`src/design/hcl_pkg.sv`:
```
// Constants shared by the check capture, length counter and loopback block
package hcl_pkg;
	localparam int unsigned ADDR_W = 8;
	localparam int unsigned DATA_W = 8;
	localparam int unsigned TAG_W = 2;
	localparam int unsigned WORD_W = DATA_W + TAG_W;
	localparam int unsigned BUF_DEPTH = 2;
	localparam int unsigned HOLD_DEPTH = 3;

	////////////////////////////////////////////////////////////////////////
	// Register offsets on the parallel port
	localparam logic [7:0] RX_CHECK_HIGH_BYTE_ADDR = 8'h18;
	localparam logic [7:0] RX_CHECK_LOW_BYTE_ADDR = 8'h19;
	localparam logic [7:0] TX_PACKET_LENGTH_COUNTER_ADDR = 8'h1a;
	localparam logic [7:0] LINK_TEST_CONTROL_ADDR = 8'h1b;
	localparam logic [7:0] FIFO_DATA_ADDR = 8'h14;

	////////////////////////////////////////////////////////////////////////
	// Test control field positions
	localparam int unsigned LINK_SOFT_RESET_BIT = 7;
	localparam int unsigned RX_TO_TX_LOOPBACK_BIT = 6;
	localparam int unsigned FIFO_TEST_BIT = 2;
	localparam int unsigned TX_TO_RX_LOOPBACK_BIT = 0;

	// Tag positions inside a FIFO word, above the data byte
	localparam int unsigned PACKET_END_TAG_POS = 0;
	localparam int unsigned FRAME_ABORT_TAG_POS = 1;

	////////////////////////////////////////////////////////////////////////
	// Values after reset, plus the full hold count and the last count value
	localparam logic [7:0] LINK_TEST_CONTROL_RESET = 8'h00;
	localparam logic [7:0] TX_LENGTH_COUNT_RESET = 8'h00;
	localparam logic [7:0] RX_CHECK_RESET = 8'h00;
	localparam logic [7:0] READ_DATA_RESET = 8'h00;
	localparam logic [1:0] HOLD_COUNT_RESET = 2'h0;
	localparam logic [1:0] HOLD_COUNT_FULL = 2'h3;
	localparam logic [7:0] TX_LENGTH_LAST = 8'h01;
endpackage

```
`src/design/hcl_stream_if.sv`:
```
// Valid/ready word stream between the block and its buffers
`timescale 1ns/10ps
interface hcl_stream_if #(
	parameter int unsigned WIDTH = 10
);
	logic valid;
	logic ready;
	logic [WIDTH-1:0] data;

	modport src(output valid, output data, input ready);
	modport snk(input valid, input data, output ready);
endinterface

```
`src/design/hcl_pair_buffer.sv`:
```
// Small circular buffer with valid/ready on both sides
`timescale 1ns/10ps
module hcl_pair_buffer #(
	parameter int unsigned WIDTH = hcl_pkg::WORD_W,
	parameter int unsigned DEPTH = hcl_pkg::BUF_DEPTH
) (
	// Clock, reset, enable
	input wire logic mclk_i,
	input wire logic rst_n_i,
	input wire logic ce_i,
	// Streams
	hcl_stream_if.snk in_if,
	hcl_stream_if.src out_if
);
	localparam int unsigned PTR_W = $clog2(DEPTH);

	if (DEPTH < 2 || (1 << PTR_W) != DEPTH) begin : g_bad_depth
		$error("hcl_pair_buffer: DEPTH must be a power of two of at least 2");
	end

	logic [WIDTH-1:0] mem_reg [0:DEPTH-1];
	logic [WIDTH-1:0] mem_next [0:DEPTH-1];
	logic [PTR_W:0] wr_ptr_reg;
	logic [PTR_W:0] wr_ptr_next;
	logic [PTR_W:0] rd_ptr_reg;
	logic [PTR_W:0] rd_ptr_next;
	logic full;
	logic empty;
	logic push;
	logic pop;

	assign full = (wr_ptr_reg[PTR_W] != rd_ptr_reg[PTR_W]) && (wr_ptr_reg[PTR_W-1:0] == rd_ptr_reg[PTR_W-1:0]);
	assign empty = (wr_ptr_reg == rd_ptr_reg);
	// Both handshakes drop with the enable so no word is taken or handed on twice
	assign in_if.ready = !full && ce_i;
	assign out_if.valid = !empty && ce_i;
	assign out_if.data = mem_reg[rd_ptr_reg[PTR_W-1:0]];
	assign push = in_if.valid && !full;
	assign pop = out_if.ready && !empty;

	always_comb begin
		for (int i = 0; i < DEPTH; i++) begin
			mem_next[i] = mem_reg[i];
		end
		if (push) begin
			mem_next[wr_ptr_reg[PTR_W-1:0]] = in_if.data;
		end
		wr_ptr_next = push ? wr_ptr_reg + 1'b1 : wr_ptr_reg;
		rd_ptr_next = pop ? rd_ptr_reg + 1'b1 : rd_ptr_reg;
	end

	always_ff @(posedge mclk_i) begin
		if (!rst_n_i) begin
			wr_ptr_reg <= '0;
			rd_ptr_reg <= '0;
			for (int i = 0; i < DEPTH; i++) begin
				mem_reg[i] <= '0;
			end
		end else if (ce_i) begin
			wr_ptr_reg <= wr_ptr_next;
			rd_ptr_reg <= rd_ptr_next;
			mem_reg <= mem_next;
		end
	end
endmodule

```
`src/design/hcl_crc_count_loopback.sv`:
```
// Receive check capture, transmit length counter and test/loopback control
//
// Behaviour
// - Readable byte holds high received check bits
// - Readable byte holds low received check bits
// - Check bytes kept as sent, not inverted
// - Check bytes refresh only at packet end
// - Count of one tags next write end
// - Counter decrements after each transmit write, holds at zero
// - Auto repeat reloads length after tagged end
// - Soft reset bit holds controller in reset
// - Soft reset clears after two zero writes
// - Receive loopback copies data into transmit path
// - Looped data sent like host data, any check
// - FIFO test swaps host write and read paths
// - FIFO test passes tags both directions
// - Transmit loopback feeds transmit stream to receiver
`timescale 1ns/10ps
module hcl_crc_count_loopback #(
	parameter int unsigned DATA_WIDTH = hcl_pkg::DATA_W,
	parameter int unsigned BUFFER_DEPTH = hcl_pkg::BUF_DEPTH
) (
	// Clock, reset, enable
	input wire logic mclk_i,
	input wire logic rst_n_i,
	input wire logic ce_i,
	// Parallel register port
	input wire logic cs_i,
	input wire logic rd_i,
	input wire logic wr_i,
	input wire logic [7:0] addr_i,
	input wire logic [7:0] wdata_i,
	output logic [7:0] rdata_o,
	output logic [1:0] fifo_tag_readback_o,
	output logic host_wait_o,
	// Loose control bits kept in other registers
	input wire logic auto_repeat_i,
	input wire logic packet_end_tag_i,
	input wire logic frame_abort_tag_i,
	// Controller-wide state
	output logic link_soft_reset_o,
	// Received byte stream from the deframer
	input wire logic rx_valid_i,
	input wire logic [7:0] rx_byte_i,
	input wire logic rx_last_i,
	input wire logic rx_abort_i,
	output logic rx_ready_o,
	// Transmit FIFO write and read ports
	output logic txf_wr_valid_o,
	output logic [7:0] txf_wr_data_o,
	output logic [1:0] txf_wr_tags_o,
	input wire logic txf_wr_ready_i,
	output logic txf_rd_o,
	input wire logic [7:0] txf_rd_data_i,
	input wire logic [1:0] txf_rd_tags_i,
	// Receive FIFO write and read ports
	output logic rxf_wr_valid_o,
	output logic [7:0] rxf_wr_data_o,
	output logic [1:0] rxf_wr_tags_o,
	input wire logic rxf_wr_ready_i,
	output logic rxf_rd_o,
	input wire logic [7:0] rxf_rd_data_i,
	input wire logic [1:0] rxf_rd_tags_i,
	// Serial streams
	input wire logic tx_serial_i,
	input wire logic line_rx_i,
	output logic rx_serial_o
);
	if (DATA_WIDTH != 8 || BUFFER_DEPTH < 2) begin : g_bad_params
		$error("hcl_crc_count_loopback: byte-wide data and a buffer of at least 2 required");
	end

	function automatic logic reg_hit(input logic [7:0] addr, input logic [7:0] offset);
		return addr == offset;
	endfunction

	////////////////////////////////////////////////////////////////////////
	// Declarations
	logic [7:0] test_ctrl_reg, test_ctrl_next;
	logic zero_seen_reg, zero_seen_next;
	logic [7:0] count_reg, count_next;
	logic [7:0] length_reg, length_next;
	logic [7:0] check_high_reg, check_high_next;
	logic [7:0] check_low_reg, check_low_next;
	logic [7:0] hold_reg [0:hcl_pkg::HOLD_DEPTH-1];
	logic [7:0] hold_next [0:hcl_pkg::HOLD_DEPTH-1];
	logic [1:0] hold_cnt_reg, hold_cnt_next;
	logic [7:0] rdata_reg, rdata_next;
	logic [1:0] tag_rb_reg, tag_rb_next;

	logic soft_reset, int_rst_n, rt_loop, fifo_test, tr_loop;
	logic wr_take, rd_take, host_fifo_wr, host_fifo_rd;
	logic rx_take, emit, emit_pending, count_last;
	logic [hcl_pkg::WORD_W-1:0] emit_word, host_word;

	hcl_stream_if #(.WIDTH(hcl_pkg::WORD_W)) tx_in_if ();
	hcl_stream_if #(.WIDTH(hcl_pkg::WORD_W)) tx_out_if ();
	hcl_stream_if #(.WIDTH(hcl_pkg::WORD_W)) rx_in_if ();
	hcl_stream_if #(.WIDTH(hcl_pkg::WORD_W)) rx_out_if ();

	////////////////////////////////////////////////////////////////////////
	// Control bits and strobes
	assign soft_reset = test_ctrl_reg[hcl_pkg::LINK_SOFT_RESET_BIT];
	// Controller state is cleared by either reset source
	assign int_rst_n = rst_n_i && !soft_reset;
	assign rt_loop = test_ctrl_reg[hcl_pkg::RX_TO_TX_LOOPBACK_BIT];
	assign fifo_test = test_ctrl_reg[hcl_pkg::FIFO_TEST_BIT];
	assign tr_loop = test_ctrl_reg[hcl_pkg::TX_TO_RX_LOOPBACK_BIT];
	assign link_soft_reset_o = soft_reset;

	// Serial path only; the receiver still needs its own enable set
	assign rx_serial_o = tr_loop ? tx_serial_i : line_rx_i;

	// Strobes count only while enabled, else a FIFO pop would lose its data
	assign wr_take = ce_i && cs_i && wr_i;
	assign rd_take = ce_i && cs_i && rd_i;
	assign count_last = (count_reg == hcl_pkg::TX_LENGTH_LAST);

	////////////////////////////////////////////////////////////////////////
	// Receive path: the last two bytes before the closing flag are the check,
	// so three bytes are held back before one is released as data.
	assign rx_ready_o = !soft_reset && rx_in_if.ready && (!rt_loop || tx_in_if.ready);
	assign rx_take = rx_valid_i && rx_ready_o;
	assign emit_pending = rx_valid_i && (hold_cnt_reg == hcl_pkg::HOLD_COUNT_FULL);
	assign emit = rx_take && (hold_cnt_reg == hcl_pkg::HOLD_COUNT_FULL);

	always_comb begin
		emit_word = '0;
		emit_word[7:0] = hold_reg[hcl_pkg::HOLD_DEPTH-1];
		emit_word[8 + hcl_pkg::PACKET_END_TAG_POS] = rx_last_i;
		emit_word[8 + hcl_pkg::FRAME_ABORT_TAG_POS] = rx_last_i && rx_abort_i;
	end

	always_comb begin
		for (int i = 0; i < hcl_pkg::HOLD_DEPTH; i++) begin
			hold_next[i] = hold_reg[i];
		end
		hold_cnt_next = hold_cnt_reg;
		check_high_next = check_high_reg;
		check_low_next = check_low_reg;
		if (rx_take) begin
			if (rx_last_i) begin
				// Bytes kept exactly as assembled, first bit in bit 7
				check_high_next = hold_reg[1];
				check_low_next = hold_reg[0];
				hold_cnt_next = hcl_pkg::HOLD_COUNT_RESET;
				for (int i = 0; i < hcl_pkg::HOLD_DEPTH; i++) begin
					hold_next[i] = '0;
				end
			end else begin
				hold_next[0] = rx_byte_i;
				for (int i = 1; i < hcl_pkg::HOLD_DEPTH; i++) begin
					hold_next[i] = hold_reg[i-1];
				end
				if (hold_cnt_reg != hcl_pkg::HOLD_COUNT_FULL) begin
					hold_cnt_next = hold_cnt_reg + 2'h1;
				end
			end
		end
	end

	always_ff @(posedge mclk_i) begin
		if (!int_rst_n) begin
			hold_cnt_reg <= hcl_pkg::HOLD_COUNT_RESET;
			check_high_reg <= hcl_pkg::RX_CHECK_RESET;
			check_low_reg <= hcl_pkg::RX_CHECK_RESET;
			for (int i = 0; i < hcl_pkg::HOLD_DEPTH; i++) begin
				hold_reg[i] <= '0;
			end
		end else if (ce_i) begin
			hold_cnt_reg <= hold_cnt_next;
			check_high_reg <= check_high_next;
			check_low_reg <= check_low_next;
			hold_reg <= hold_next;
		end
	end

	////////////////////////////////////////////////////////////////////////
	// Host FIFO access; the receiver wins a shared buffer input
	always_comb begin
		host_word = '0;
		host_word[7:0] = wdata_i;
		// Count tagging only on genuine transmit writes
		host_word[8 + hcl_pkg::PACKET_END_TAG_POS] = packet_end_tag_i || (count_last && !fifo_test);
		host_word[8 + hcl_pkg::FRAME_ABORT_TAG_POS] = frame_abort_tag_i;
	end

	always_comb begin
		if (soft_reset) begin
			host_wait_o = 1'b1;
		end else if (fifo_test) begin
			host_wait_o = emit_pending || !rx_in_if.ready;
		end else begin
			host_wait_o = (emit_pending && rt_loop) || !tx_in_if.ready;
		end
	end

	assign host_fifo_wr = wr_take && reg_hit(addr_i, hcl_pkg::FIFO_DATA_ADDR) && !host_wait_o;
	assign host_fifo_rd = rd_take && reg_hit(addr_i, hcl_pkg::FIFO_DATA_ADDR) && !soft_reset;
	// Reads pop the transmit FIFO in test mode
	assign txf_rd_o = host_fifo_rd && fifo_test;
	assign rxf_rd_o = host_fifo_rd && !fifo_test;

	// Receive buffer: received data, or host writes in test mode
	assign rx_in_if.valid = emit || (host_fifo_wr && fifo_test);
	assign rx_in_if.data = emit ? emit_word : host_word;
	// Transmit buffer: looped data treated like host data, good or bad
	assign tx_in_if.valid = (emit && rt_loop) || (host_fifo_wr && !fifo_test);
	assign tx_in_if.data = (emit && rt_loop) ? emit_word : host_word;

	hcl_pair_buffer #(
		.WIDTH(hcl_pkg::WORD_W),
		.DEPTH(BUFFER_DEPTH)
	) u_tx_buffer (
		.mclk_i(mclk_i),
		.rst_n_i(int_rst_n),
		.ce_i(ce_i),
		.in_if(tx_in_if.snk),
		.out_if(tx_out_if.src)
	);

	hcl_pair_buffer #(
		.WIDTH(hcl_pkg::WORD_W),
		.DEPTH(BUFFER_DEPTH)
	) u_rx_buffer (
		.mclk_i(mclk_i),
		.rst_n_i(int_rst_n),
		.ce_i(ce_i),
		.in_if(rx_in_if.snk),
		.out_if(rx_out_if.src)
	);

	assign txf_wr_valid_o = tx_out_if.valid;
	assign txf_wr_data_o = tx_out_if.data[7:0];
	assign txf_wr_tags_o = tx_out_if.data[hcl_pkg::WORD_W-1:8];
	assign tx_out_if.ready = txf_wr_ready_i;
	assign rxf_wr_valid_o = rx_out_if.valid;
	assign rxf_wr_data_o = rx_out_if.data[7:0];
	assign rxf_wr_tags_o = rx_out_if.data[hcl_pkg::WORD_W-1:8];
	assign rx_out_if.ready = rxf_wr_ready_i;

	////////////////////////////////////////////////////////////////////////
	// Transmit length counter
	always_comb begin
		count_next = count_reg;
		length_next = length_reg;
		if (wr_take && reg_hit(addr_i, hcl_pkg::TX_PACKET_LENGTH_COUNTER_ADDR)) begin
			count_next = wdata_i;
			length_next = wdata_i;
		end else if (host_fifo_wr && !fifo_test) begin
			if (count_last) begin
				count_next = auto_repeat_i ? length_reg : 8'h00;
			end else if (count_reg != 8'h00) begin
				count_next = count_reg - 8'h01;
			end
		end
	end

	always_ff @(posedge mclk_i) begin
		if (!int_rst_n) begin
			count_reg <= hcl_pkg::TX_LENGTH_COUNT_RESET;
			length_reg <= hcl_pkg::TX_LENGTH_COUNT_RESET;
		end else if (ce_i) begin
			count_reg <= count_next;
			length_reg <= length_next;
		end
	end

	////////////////////////////////////////////////////////////////////////
	// Test control; only the hardware reset clears it outright
	always_comb begin
		test_ctrl_next = test_ctrl_reg;
		zero_seen_next = zero_seen_reg;
		if (wr_take && reg_hit(addr_i, hcl_pkg::LINK_TEST_CONTROL_ADDR)) begin
			test_ctrl_next = wdata_i;
			if (soft_reset && !wdata_i[hcl_pkg::LINK_SOFT_RESET_BIT]) begin
				// First zero write keeps reset, second one releases it
				test_ctrl_next[hcl_pkg::LINK_SOFT_RESET_BIT] = zero_seen_reg ? 1'b0 : 1'b1;
				zero_seen_next = !zero_seen_reg;
			end else begin
				zero_seen_next = 1'b0;
			end
		end
	end

	always_ff @(posedge mclk_i) begin
		if (!rst_n_i) begin
			test_ctrl_reg <= hcl_pkg::LINK_TEST_CONTROL_RESET;
			zero_seen_reg <= 1'b0;
		end else if (ce_i) begin
			test_ctrl_reg <= test_ctrl_next;
			zero_seen_reg <= zero_seen_next;
		end
	end

	////////////////////////////////////////////////////////////////////////
	// Read data, one cycle after the strobe; check bytes have no write path
	always_comb begin
		rdata_next = rdata_reg;
		tag_rb_next = tag_rb_reg;
		if (rd_take) begin
			rdata_next = hcl_pkg::READ_DATA_RESET;
			if (reg_hit(addr_i, hcl_pkg::RX_CHECK_HIGH_BYTE_ADDR)) begin
				rdata_next = check_high_reg;
			end else if (reg_hit(addr_i, hcl_pkg::RX_CHECK_LOW_BYTE_ADDR)) begin
				rdata_next = check_low_reg;
			end else if (reg_hit(addr_i, hcl_pkg::TX_PACKET_LENGTH_COUNTER_ADDR)) begin
				rdata_next = count_reg;
			end else if (reg_hit(addr_i, hcl_pkg::LINK_TEST_CONTROL_ADDR)) begin
				rdata_next = test_ctrl_reg;
			end else if (host_fifo_rd) begin
				rdata_next = fifo_test ? txf_rd_data_i : rxf_rd_data_i;
				tag_rb_next = fifo_test ? txf_rd_tags_i : rxf_rd_tags_i;
			end
		end
	end

	always_ff @(posedge mclk_i) begin
		if (!rst_n_i) begin
			rdata_reg <= hcl_pkg::READ_DATA_RESET;
			tag_rb_reg <= 2'h0;
		end else if (ce_i) begin
			rdata_reg <= rdata_next;
			tag_rb_reg <= tag_rb_next;
		end
	end

	assign rdata_o = rdata_reg;
	assign fifo_tag_readback_o = tag_rb_reg;
endmodule

```
`config.mk`:
```
export PLATFORM = sky130hd
export DESIGN_NAME = hcl_crc_count_loopback
export DESIGN_NICKNAME = d
export VERILOG_FILES = /design/src/design/hcl_pkg.sv /design/src/design/hcl_stream_if.sv /design/src/design/hcl_pair_buffer.sv /design/src/design/hcl_crc_count_loopback.sv
export SDC_FILE = /design/constraint.sdc
export NUM_CORES = 1
export LEC_CHECK = 0
export BUFFER_PORTS_ARGS = -buffer_cell sky130_fd_sc_hd__buf_4
export CAP_MARGIN = 10
export CORE_AREA = 3 3 171 157
export CTS_CLUSTER_DIAMETER = 200
export DETAILED_ROUTE_END_ITERATION = 12
export DIE_AREA = 0 0 174 160
export PLACE_DENSITY = 0.46
export SKIP_CTS_REPAIR_TIMING = 1
export SLEW_MARGIN = 25
export SYNTH_ARGS = -nofsm -noshare
export SYNTH_HDL_FRONTEND = slang
export SYNTH_SLANG_ARGS = --single-unit
```
`constraint.sdc`:
```
create_clock -name mclk_i -period 2.6 [get_ports mclk_i]
set_input_delay 0.52 -clock mclk_i [delete_from_list [all_inputs] [get_ports mclk_i]]
set_output_delay 0.52 -clock mclk_i [all_outputs]
set_load 0.02 [all_outputs]
```
* Word level (Yosys, flattened, before mapping)
Cells that the tools add are included.
Storage, ports and cells: register bits 125, input port bits 60, logic and storage cells 159
Cells by class: add/subtract/negate cells 6, $lt $le $gt $ge 6, equality and inequality tests 14, muxes and demuxes 35, bitwise gates (word level) 8, reduce and logical (&&, ||, !) cells 70
Operator list (count):
- $mux W10 | 10
- $mux W8 | 11
- $bwmux W20 | 2
- $eq A8 B5 Y1 const B | 5
- $logic_and A1 B1 Y1 | 36
- $mux W24 | 1
- $demux W10 S1 | 2
- $reduce_and A2 Y1 | 8
- $logic_not A1 Y1 | 12
- $add A2 B1 Y2 const B | 5
- $reduce_and A3 Y1 | 3
- $eq A8 B1 Y1 const B | 1
- $ge A2 B2 Y1 const B | 4
- $not A1 Y2 | 4
- $reduce_bool A8 Y1 | 1
- $sub A8 B1 Y8 const B | 1
- $reduce_and A7 Y1 | 1
- $logic_or A1 B1 Y1 | 6
- $mux W1 | 6
- $mux W2 | 3
- $eq A2 B2 Y1 | 2
- $lt A2 B1 Y1 const B | 2
- $not A1 Y1 | 4
- $reduce_bool A2 Y1 | 2
- other kinds (5) | 7

* Longest topological paths before layout
Gate-level depths: netlist of the first run.
depth in word-level cells 14, depth in mapped cells 9

* Hierarchy
Synthesis of the first run repeated with hierarchy kept, for this count alone.
Second synthesis, totals: cells, all modules 743, area, all modules 6364.9 µm²
By module, submodules not included:
- hcl_crc_count_loopback | times used 1, cells each 503, area each 4132.7 µm², sequential area each 1541.5 µm²
- hcl_pair_buffer | times used 2, cells each 120, area each 1116.1 µm², sequential area each 480.5 µm²

* Least setup slack after synthesis of the first run
No wires, ideal clock.
path type input -> register, from input rx_valid_i, to register u_tx_buffer.mem_reg[14] in the netlist's numbering, setup time 0.134 ns, arrival 2.265 ns, required time 2.466 ns, path slack 0.202 ns, stages 8, path buffers 3, cells stage by stage buf_2 and3_4 buf_6 or3_4 or3_4 buf_6 a2111oi_4 a211oi_1
On the way: cells in the longest elaborated chain, start to end 11
Ends and longest elaborated chain:
- start, declared | RTL line hcl_crc_count_loopback.sv:43 | input wire logic rx_valid_i,
- $logic_and A1 B1 Y1 | RTL line hcl_crc_count_loopback.sv:124 | assign emit_pending = rx_valid_i && (hold_cnt_reg == hcl_pkg::HOLD_COUNT_FULL);
- $logic_and A1 B1 Y1 | RTL line hcl_crc_count_loopback.sv:194 | host_wait_o = (emit_pending && rt_loop) || !tx_in_if.ready;
- $logic_or A1 B1 Y1 | RTL line hcl_crc_count_loopback.sv:194
- $mux W1 | RTL line hcl_crc_count_loopback.sv:191 | end else if (fifo_test) begin
- $mux W1 | RTL line hcl_crc_count_loopback.sv:189 | if (soft_reset) begin
- $logic_not A1 Y1 | RTL line hcl_crc_count_loopback.sv:198 | assign host_fifo_wr = wr_take && reg_hit(addr_i, hcl_pkg::FIFO_DATA_ADDR) && !host_wait_o;
- $logic_and A1 B1 Y1 | RTL line hcl_crc_count_loopback.sv:198
- $logic_and A1 B1 Y1 | RTL line hcl_crc_count_loopback.sv:208 | assign tx_in_if.valid = (emit && rt_loop) || (host_fifo_wr && !fifo_test);
- $logic_or A1 B1 Y1 | RTL line hcl_crc_count_loopback.sv:208
- $logic_and A1 B1 Y1 | RTL line hcl_pair_buffer.sv:38 | assign push = in_if.valid && !full;
- $reduce_and A2 Y1 (no source line)
- end signal, assigned | RTL line hcl_pair_buffer.sv:62 | mem_reg <= mem_next;
- end, declared | RTL line hcl_pair_buffer.sv:21 | logic [WIDTH-1:0] mem_reg [0:DEPTH-1];
Parallel ways exist; a longest one is shown, timed or not. A chain may end at the register's enable or synchronous reset.

* Worst setup path after layout of the first run
from register u_rx_buffer.wr_ptr_reg[0], to output host_wait_o
On the way: cells in the longest elaborated chain, start to end 8
Ends and longest elaborated chain:
- start, declared | RTL line hcl_pair_buffer.sv:23 | logic [PTR_W:0] wr_ptr_reg;
- start signal, assigned | RTL line hcl_pair_buffer.sv:60 | wr_ptr_reg <= wr_ptr_next;
- $eq A1 B1 Y1 | RTL line hcl_pair_buffer.sv:32 | assign full = (wr_ptr_reg[PTR_W] != rd_ptr_reg[PTR_W]) && (wr_ptr_reg[PTR_W-1:0] == rd_ptr_reg[PTR_W-1:0]);
- $logic_and A1 B1 Y1 | RTL line hcl_pair_buffer.sv:32
- $logic_not A1 Y1 | RTL line hcl_pair_buffer.sv:35 | assign in_if.ready = !full && ce_i;
- $logic_and A1 B1 Y1 | RTL line hcl_pair_buffer.sv:35
- $logic_not A1 Y1 | RTL line hcl_crc_count_loopback.sv:192 | host_wait_o = emit_pending || !rx_in_if.ready;
- $logic_or A1 B1 Y1 | RTL line hcl_crc_count_loopback.sv:192
- $mux W1 | RTL line hcl_crc_count_loopback.sv:191
- $mux W1 | RTL line hcl_crc_count_loopback.sv:189
- end, declared | RTL line hcl_crc_count_loopback.sv:35 | output logic host_wait_o,
Every way passes these cells.

==> metrics.cfg, run 1 <==
[final_layout]
final_nets=898
mostFrequentLayoutCells=buf_4 (134), dfxtp_1 (125), nand2_1 (90), a21oi_1 (68), nor2_1 (46)
final_cell_count_no_fill=1190
area_delta_synth_final_pct=28.73
n_fill_cell=2713
final_util_pct=32.19
final_common_cell=buf_4
drive_above_1_share_pct=23.82
diodes=0

[worst_setup_path]
cp_max_fo=7
worstPathRequired_ns=2.08
cp_num_buf_inv=1
cp_top_family=compound AO/OA/AOI/OAI gates
cp_cell_sequence=xor2_1, o2111ai_1, a21o_1, buf_4
critPathLaunchType=register
r2r_cells=6
critPathSlowestCell=dfxtp_1
r2r_start=hold_cnt_reg[0]$_SDFFE_PN0P_
timing.rr.end=u_tx_buffer.mem_reg[13]$_SDFFE_PN0P_
cp-end-kind=output port
r2r_setup_slack_ns=0.30
slowest_delay_ns=0.45
worstPathArrival_ns=1.97
path_class=reg2out

[timing]
setup_viol=0
finalHoldViolCount=0
max_freq_ghz=0.4013
drv_slew=0
finalCriticalPeriod_ns=2.492
fin_setup_tns_ns=0
tightest_slew_ns=0.5684
relSlewSlack_pct=62.06
fin_crit_sh_pct=95.84
rsz0062_at_grt=no
finalClockSkew_ns=0.02005
fin_ws_ns=0.1081

[cts]
cts.path.max_buffers=2
clk_latency_ns=0.43
htree_levels=4
cts.clk_slew.worst_paths_ns=0.06
tritoncts_num_sinks=125
cts-root-buf=clkbuf_16
cts_tree=yes
numCtsBuffers=17

[detailed_routing]
drc=0
via_count=5839
drt_first_pass_iters=5
met2WireLength_um=9299
wl_um=21200
wl_met3_um=1135
viasPerCell=4.907
top_layer=met4
wl_met1_um=10580
wl_per_cell_um=17.81
drtIter0Drc=429
ant_nets=0

[die]
start_util_pct=25.00
die_x_um=174
core_sq_um=25050
die_h_um=160
ios=98
die-area_sq_um=27840
std_cell_rows=55

[placement]
dp_slack_ns=0.1006
placedCellCount=1158
dpl.hpwl_um=15670
globalplace.congestion=0.8587
io_buffers=97

[global_routing]
overflow=0
grt_pass1_wl_um=33120
grt_antenna_before_repair=0
grt_max_degree=54
grt_util_all_layers_pct=15.22
grt_pass1_vias=5605

[synth]
synth_area_per_cell_sq_um=8.533
synth_edf_count=0
ys_ff_latch=125
syn_inst=734
synth_top_cell_area_share_pct=39.95
synthFlopType=dfxtp_1
synth-seq-area-share_pct=39.95
syn-cell-area_sq_um=6264
synth_top_area_cell=dfxtp_1
async_reset_ff_share_pct=0
yosysWarnings=0
ys_types=68
synth_fp_nets=797
yosys-top-cells-area=dfxtp_1 (40%), a21oi_1 (5.4%), mux2i_1 (5.4%)

[hold_path]
hold_path_class=in2reg
whs_endpoint=hold_reg[20]$_SDFFE_PN0P_
min_path_cells=3
min-delay-start=rx_byte_i[4]

[power_and_ir_drop]
p_leak_nw=3.126
max-vdd-ir-drop_v=0.0004221
power.density_nw_per_um2=573.3

[flow_run]
maxCapViolations=0

[status]
status=finished clean

-- layout make-up --
| class | instances | area, sq um | share of cell area, % |
|---|---|---|---|
| Clock buffer | 19 | 432.9 | 5.369 |
| Clock inverter | 13 | 142.6 | 1.769 |
| Inverter | 25 | 93.84 | 1.164 |
| Multi-Input combinational cell | 531 | 3437 | 42.63 |
| Sequential cell | 125 | 2502 | 31.04 |
| Tap cell | 342 | 427.9 | 5.307 |
| Timing Repair Buffer | 135 | 1026 | 12.72 |
-- cell usage after synthesis (5+ instances only) --
cell type	number
nand3_1	36
o31a_1	5
mux2i_1	34
nor2b_1	6
a41oi_1	6
a211oi_1	6
nand4_1	7
and3_1	11
o22ai_1	6
xor2_1	9
a21boi_1	9
xnor2_1	7
o211ai_1	6
buf_2	11
dfxtp_1	125
nor3_1	24
o21ai_1	14
o2bb2ai_1	28
o21ai_0	19
clkbuf_1	38
nor2_1	46
a21oi_1	68
nand2_1	90
inv_1	24
mux2_2	20
-- per-stage QoR --
| stage | area, sq um | hold slack (ns) | total power [mW] |
|---|---|---|---|
| global placement | 7487 | 0.4407 | 2.303 |
| finish | 8063 | 0.3721 | 4.623 |
| floorplan | 6264 | 0.4269 | 2.127 |
| detailed placement | 7487 | 0.4422 | 2.303 |
| global route | 8063 | 0.3682 | 4.782 |
| CTS | 8063 | 0.3553 | 4.682 |
-- how the worst max path moves through the flow --
stage | startpoint | endpoint | cells after the start | slack, ns
2_1_floorplan | rx_valid_i | u_tx_buffer.mem_reg[14]$_SDFFE_PN0P_ | 8 | 0.20
3_3_place_gp | addr_i[5] | count_reg[7]$_SDFFE_PN0P_ | 8 | 0.13
3_5_place_dp | addr_i[5] | count_reg[5]$_SDFFE_PN0P_ | 8 | 0.10
4_1_cts | u_rx_buffer.wr_ptr_reg[0]$_SDFFE_PN0P_ | host_wait_o | 4 | 0.12
5_1_grt | u_rx_buffer.wr_ptr_reg[0]$_SDFFE_PN0P_ | host_wait_o | 4 | 0.006
6_report | u_rx_buffer.wr_ptr_reg[0]$_SDFFE_PN0P_ | host_wait_o | 4 | 0.11
-- routing by layer --
layer	track usage, %	up-vias
met5	0	-
met3	3.495	13
li1	-	2881
met4	4.130	0
met1	21.80	2802
met2	22.92	143
-- report_power, final --
group | internal [mW] | switching (mW)
combinational | 0.129 | 0.194
sequential | 1.93 | 0.00822
clock | 1.42 | 0.948
total | 3.47 | 1.15
-- cell families (layout without fill, tap and decap cells) --
family | Yosys count | count (layout) | share of synthesized area, %
buf+inv | 78 | 192 | 5.254
mux | 56 | 56 | 9.569
flops | 125 | 125 | 39.95
fa+ha+maj | 3 | 3 | 0.5993
xor+xnor | 16 | 16 | 2.237
compound gates | 209 | 209 | 23.37
simple gates | 247 | 247 | 19.02
-- worst reg2reg max path, stage by stage (launching register included) --
cell and delay [ns]:
dfxtp_1 0.33, ha_1 0.21, and3_4 0.20, or3_4 0.40, or3_4 0.50, a2111oi_0 0.46, a211oi_1 0.09
Power figures use the tool's default switching activity.
==> run 2: changes to the inputs <==
--- a/config.mk
+++ b/config.mk
@@ -5,13 +5,15 @@
 export SDC_FILE = /design/constraint.sdc
 export NUM_CORES = 1
 export LEC_CHECK = 0
+export ABC_AREA = 1
 export BUFFER_PORTS_ARGS = -buffer_cell sky130_fd_sc_hd__buf_4
 export CAP_MARGIN = 10
-export CORE_AREA = 3 3 171 157
+export CORE_AREA = 3 3 173 158
 export CTS_CLUSTER_DIAMETER = 200
 export DETAILED_ROUTE_END_ITERATION = 12
-export DIE_AREA = 0 0 174 160
+export DIE_AREA = 0 0 176 161
 export PLACE_DENSITY = 0.46
+export REMOVE_ABC_BUFFERS = 1
 export SKIP_CTS_REPAIR_TIMING = 1
 export SLEW_MARGIN = 25
 export SYNTH_ARGS = -nofsm -noshare
==> run 2 against run 1 <==
Compared with the run above:
- largest power group unchanged
- sequential power barely moved
- routed wire length decreased by 5.8%
- worst setup slack better by 0.039 ns
==> metrics.cfg, run 2 <==
[die]
die_x_um=176
std_cell_rows=56
start_util_pct=24.66
die-area_sq_um=28340
die_h_um=161
ios=98
core_sq_um=25850

[timing]
tightest_slew_ns=0.7848
fin_setup_tns_ns=0
max_freq_ghz=0.4077
setup_viol=0
drv_slew=0
finalHoldViolCount=0
hold_slack_ns=0.3579
fin_crit_sh_pct=94.35
finalCriticalPeriod_ns=2.453
relSlewSlack_pct=47.62
rsz0062_at_grt=no
finalClockSkew_ns=0.01210

[global_routing]
grt_max_degree=37
grt_antenna_before_repair=0
grt_pass1_wl_um=32000
grt_util_all_layers_pct=14.32
overflow=0
grt_pass1_vias=5916

[worst_setup_path]
slowest_delay_ns=0.33
cp_common_cell=nand2_1
critPathSlowestCell=dfxtp_1
cp_cell_sequence=ha_1, nand2_1, inv_1, nand2_1, nand2_1, inv_1, nand2_1, nor2_4, inv_1, buf_4
worstPathRequired_ns=2.08
cp-end-kind=output port
critPathLaunchType=register
r2r_setup_slack_ns=0.37
timing.rr.end=u_tx_buffer.mem_reg[4]$_SDFFE_PN0P_
cp_max_fo=4
r2r_cells=12
worstPathArrival_ns=1.93
r2r_start=u_rx_buffer.wr_ptr_reg[0]$_SDFFE_PN0P_
path_class=reg2out

[flow_run]
maxCapViolations=0

[synth]
async_reset_ff_share_pct=0
ys_ff_latch=125
yosysWarnings=0
synth_top_cell_area_share_pct=39.25
ys_types=46
syn-cell-area_sq_um=6375
syn_inst=969
synth_top_area_cell=dfxtp_1
synth_area_per_cell_sq_um=6.579
synthFlopType=dfxtp_1
yosysMostFrequentCell=nand2_1
yosys-top-cells-count=nand2_1 (250), dfxtp_1 (125), nor2_1 (122)
yosys-top-cells-area=dfxtp_1 (39%), nand2_1 (15%), a21oi_1 (8.8%)
synth-seq-area-share_pct=39.25
synth_edf_count=0

[detailed_routing]
drc=0
ant_nets=0
wl_per_cell_um=14.09
drt_first_pass_iters=5
viasPerCell=4.430
wl_um=19970
via_count=6278
drtIter0Drc=473

[placement]
placed_area_sq_um=7441
placedCellCount=1385
dpl.hpwl_um=14700
globalplace.congestion=0.8286
io_buffers=97

[hold_path]
min-delay-start=rx_byte_i[1]
hold_path_class=in2reg
min_path_cells=3
whs_endpoint=hold_reg[17]$_SDFFE_PN0P_

[cts]
numCtsBuffers=17
cts.path.max_buffers=2
htree_levels=4
cts-root-buf=clkbuf_16
cts_tree=yes
tritoncts_num_sinks=125
clk_latency_ns=0.43
cts.clk_slew.worst_paths_ns=0.07

[final_layout]
final_cell_count_no_fill=1417
final_cell_area_sq_um=8046
final_common_cell=nand2_1
drive_above_1_share_pct=17.12
mostFrequentLayoutCells=nand2_1 (250), dfxtp_1 (125), nor2_1 (120), buf_4 (115), a21oi_1 (112)
area_delta_synth_final_pct=26.22
diodes=0
final_nets=1119

[status]
status=finished clean

[power_and_ir_drop]
max-vdd-ir-drop_v=0.0004066
p_leak_nw=3.685
power.density_nw_per_um2=578.4

-- run 2: routing by layer --
metal  share of wire, %  track usage, %  up-vias
met4               0.79           3.239        0
met1                 51           20.38     2873
met2                 44           21.61      117
li1                   -               -     3276
met5                  0               0        -
met3                4.5           3.949       12
-- run 2: final cells by class --
type                       instances  area, sq um
fill                            2867        17810
multi-input combinational        688         3214
sequential                       125         2502
timing repair buffer             116        883.3
clock buffer                      18        439.2
tap                              348        435.4
inverter                         108        412.9
clock inverter                    14        158.9
-- run 2: worst max-delay path by stage --
stage / end / slack [ns] / startpoint / depth (start not counted)
6_report: host_wait_o / 0.15 / hold_cnt_reg[0]$_SDFFE_PN0P_ / 10
5_1_grt: host_wait_o / 0.0004 / hold_cnt_reg[0]$_SDFFE_PN0P_ / 10
4_1_cts: host_wait_o / 0.02 / hold_cnt_reg[0]$_SDFFE_PN0P_ / 10
3_5_place_dp: u_rx_buffer.mem_reg[4]$_SDFFE_PN0P_ / 0.25 / addr_i[7] / 9
3_3_place_gp: u_tx_buffer.mem_reg[4]$_SDFFE_PN0P_ / 0.32 / addr_i[7] / 9
2_1_floorplan: check_low_reg[2]$_SDFFE_PN0P_ / -1.44 / rst_n_i / 4
-- run 2: power breakdown --
part	switching [mW]	leakage, nW	internal (mW)
clock network	0.968	0.288	1.45
registers	0.00916	1.01	1.94
logic	0.177	2.39	0.111
total	1.15	3.69	3.50
-- run 2: cell families after synthesis --
group	count (synthesis)	share of synthesized area [%]
AOI/OAI and AO/OA	188	15.37
and+or+nand+nor	491	33.31
buffers and inverters	156	10.56
adders and majority gates	3	0.5889
muxes	5	0.7851
DFF	125	39.25
xor gates and xnor gates	1	0.1374
-- run 2: per-stage QoR --
step | setup slack [ns] | utilization (%) | total power, mW
floorplan | -1.444 | - | 2.112
global placement | 0.3228 | 28.78 | 2.276
detailed placement | 0.2484 | 28.78 | 2.276
CTS | 0.02270 | 31.09 | 4.720
global route | 0.0004254 | 31.12 | 4.833
finish | 0.1470 | 31.12 | 4.654
-- run 2: worst max-delay path: cells and delay by family (launching register included) --
family                     cells  cell delay (ns)
adders and majority gates      1             0.21
and+or+nand+nor                5             0.55
DFF                            1             0.33
buffers and inverters          4             0.41
==> run 3: changes to the inputs <==
==> constraint.sdc (replaced) <==
create_clock -name mclk_i -period 2.6 [get_ports mclk_i]
set_input_delay 0.39 -clock mclk_i [delete_from_list [all_inputs] [get_ports mclk_i]]
set_output_delay 0.39 -clock mclk_i [all_outputs]
set_load 0.02 [all_outputs]
==> run 3 against run 2 <==
Compared with the run above:
- hold slack got worse by 0.12 ns
- sequential share of layout area increased by 0.20 points
- register-to-register slack improved by 0.04 ns
- routed wire length decreased by 0.20%
- non-clock buffer count decreased by 6
- worst setup slack improved by 0.089 ns
==> metrics.cfg, run 3 (synthesized netlist as in run 2, its figures left out) <==
[cts]
tritoncts_num_sinks=125
cts.path.max_buffers=2
numCtsBuffers=17
cts-root-buf=clkbuf_16
htree_levels=4
cts.clk_slew.worst_paths_ns=0.06
cts_tree=yes
clk_latency_ns=0.42

[final_layout]
mostFrequentLayoutCells=nand2_1 (250), dfxtp_1 (124), nor2_1 (121), a21oi_1 (112), buf_4 (108)
drive_above_1_share_pct=16.48
n_fill_cell=2850
final_util_pct=30.94
seqCellArea_sq_um=2504
final_nets=1113
final_common_cell=nand2_1
final_cell_area_sq_um=8000
diodes=0
area_delta_synth_final_pct=25.50
multi_input_area_sq_um=3212

[timing]
rsz0062_at_grt=no
fin_crit_sh_pct=90.92
tightest_slew_ns=0.7889
max_freq_ghz=0.4230
setup_viol=0
finalCriticalPeriod_ns=2.364
relSlewSlack_pct=47.35
finalHoldViolCount=0
finalClockSkew_ns=0.005979
drv_slew=0

[worst_setup_path]
worstPathRequired_ns=2.21
timing.rr.end=u_rx_buffer.mem_reg[4]$_SDFFE_PN0P_
cp_max_fo=4
r2r_cells=11
critPathLaunchType=register
cp-end-kind=output port
path_class=reg2out
worstPathArrival_ns=1.97
r2r_start=hold_cnt_reg[0]$_SDFFE_PN0P_
r2r_setup_slack_ns=0.41

[power_and_ir_drop]
clkPwrFrac_pct=51.5
power.density_nw_per_um2=576.0
p_int_mw=3.525
p_comb_share_pct=6.3
p_switching_mw=1.083
p_sw_share_pct=23.50
pwr-share-seq_pct=42.2
max-vdd-ir-drop_v=0.0004330
p_leak_nw=3.653

[detailed_routing]
drc=0
drt_first_pass_iters=5
ant_nets=0
wl_um=19930
drtIter0Drc=540
viasPerCell=4.459
via_count=6287
wl_per_cell_um=14.13

[global_routing]
grt_pass1_wl_um=31640
grtUsageMet3_pct=3.032
overflow=0
use_met1_pct=20.03
grt_use_met2_pct=21.35
grt_pass1_vias=5884
grt_busiest_layer=met2
grt_antenna_before_repair=0
grt_max_degree=69
grt_util_all_layers_pct=14.08

[placement]
io_buffers=97
dpl.hpwl_um=14500
globalplace.congestion=0.8246
placed_area_sq_um=7408

[die]
core_sq_um=25850
start_util_pct=24.66
die-area_sq_um=28340
std_cell_rows=56
ios=98
die_h_um=161
die_x_um=176

[hold_path]
whs_endpoint=fifo_tag_readback_o[1]$_SDFFE_PN0P_
min_path_cells=3
min-delay-start=rxf_rd_tags_i[1]
hold_path_class=in2reg

[flow_run]
maxCapViolations=0

[status]
status=finished clean

==> run 3: worst max-delay path by stage <==
stage,from,endpoint,slack [ns],depth (start not counted)
after floorplan,rst_n_i,check_low_reg[2]$_SDFFE_PN0P_,-1.31,4
after detailed placement,u_rx_buffer.wr_ptr_reg[0]$_SDFFE_PN0P_,u_tx_buffer.mem_reg[5]$_SDFFE_PN0P_,0.23,12
after global routing,hold_cnt_reg[0]$_SDFFE_PN0P_,host_wait_o,0.09,10
after CTS,u_rx_buffer.wr_ptr_reg[0]$_SDFFE_PN0P_,host_wait_o,0.13,10
final,hold_cnt_reg[0]$_SDFFE_PN0P_,host_wait_o,0.24,10
after global placement,u_rx_buffer.wr_ptr_reg[0]$_SDFFE_PN0P_,u_tx_buffer.mem_reg[1]$_SDFFE_PN0P_,0.23,11
==> run 3: final cells by class <==
cell class                      count  share of cell area [%]
Clock buffer                       21                   5.881
Tap cell                          348                   5.443
Timing Repair Buffer              110                   10.63
Inverter                          108                   5.161
Sequential cell                   125                   31.29
Clock inverter                     10                   1.439
Multi-Input combinational cell    688                   40.15
==> run 3: power groups by stage <==
stage | logic, mW | registers, mW | clock network, mW
3_3_place_gp | 0.291 | 1.99 | 0
5_1_grt | 0.319 | 1.95 | 2.51
4_1_cts | 0.292 | 1.94 | 2.44
6_report | 0.289 | 1.95 | 2.37
2_1_floorplan | 0.124 | 1.99 | 0
3_5_place_dp | 0.291 | 1.99 | 0
==> run 3: worst max-delay path: stages (launching register included) <==
cell and delay (ns):
dfxtp_1 0.32, ha_1 0.21, nand2_1 0.13, inv_1 0.10, nand2_1 0.09, nand2_1 0.08
inv_1 0.06, nand2_1 0.05, nor2_1 0.21, inv_1 0.13, buf_4 0.18
==> run 3: metal layers <==
metal	share of wire, %	vias to the layer above
met5	0	-
met4	1.3	0
met3	3.5	18
met2	44	101
met1	51	2890
li1	-	3278
==> run 3: metrics by stage <==
| step | hold WS (ns) | TNS (ns) | worst slack (ns) | power, mW | cells |
|---|---|---|---|---|---|
| after floorplan | 0.4318 | -63.50 | -1.314 | 2.112 | 921 |
| after global placement | 0.4435 | 0 | 0.2340 | 2.278 | 1379 |
| after detailed placement | 0.4481 | 0 | 0.2254 | 2.278 | 1379 |
| after CTS | 0.2242 | 0 | 0.1267 | 4.672 | 1410 |
| after global routing | 0.2419 | 0 | 0.09344 | 4.775 | 1410 |
| final | 0.2426 | 0 | 0.2361 | 4.608 | 1410 |
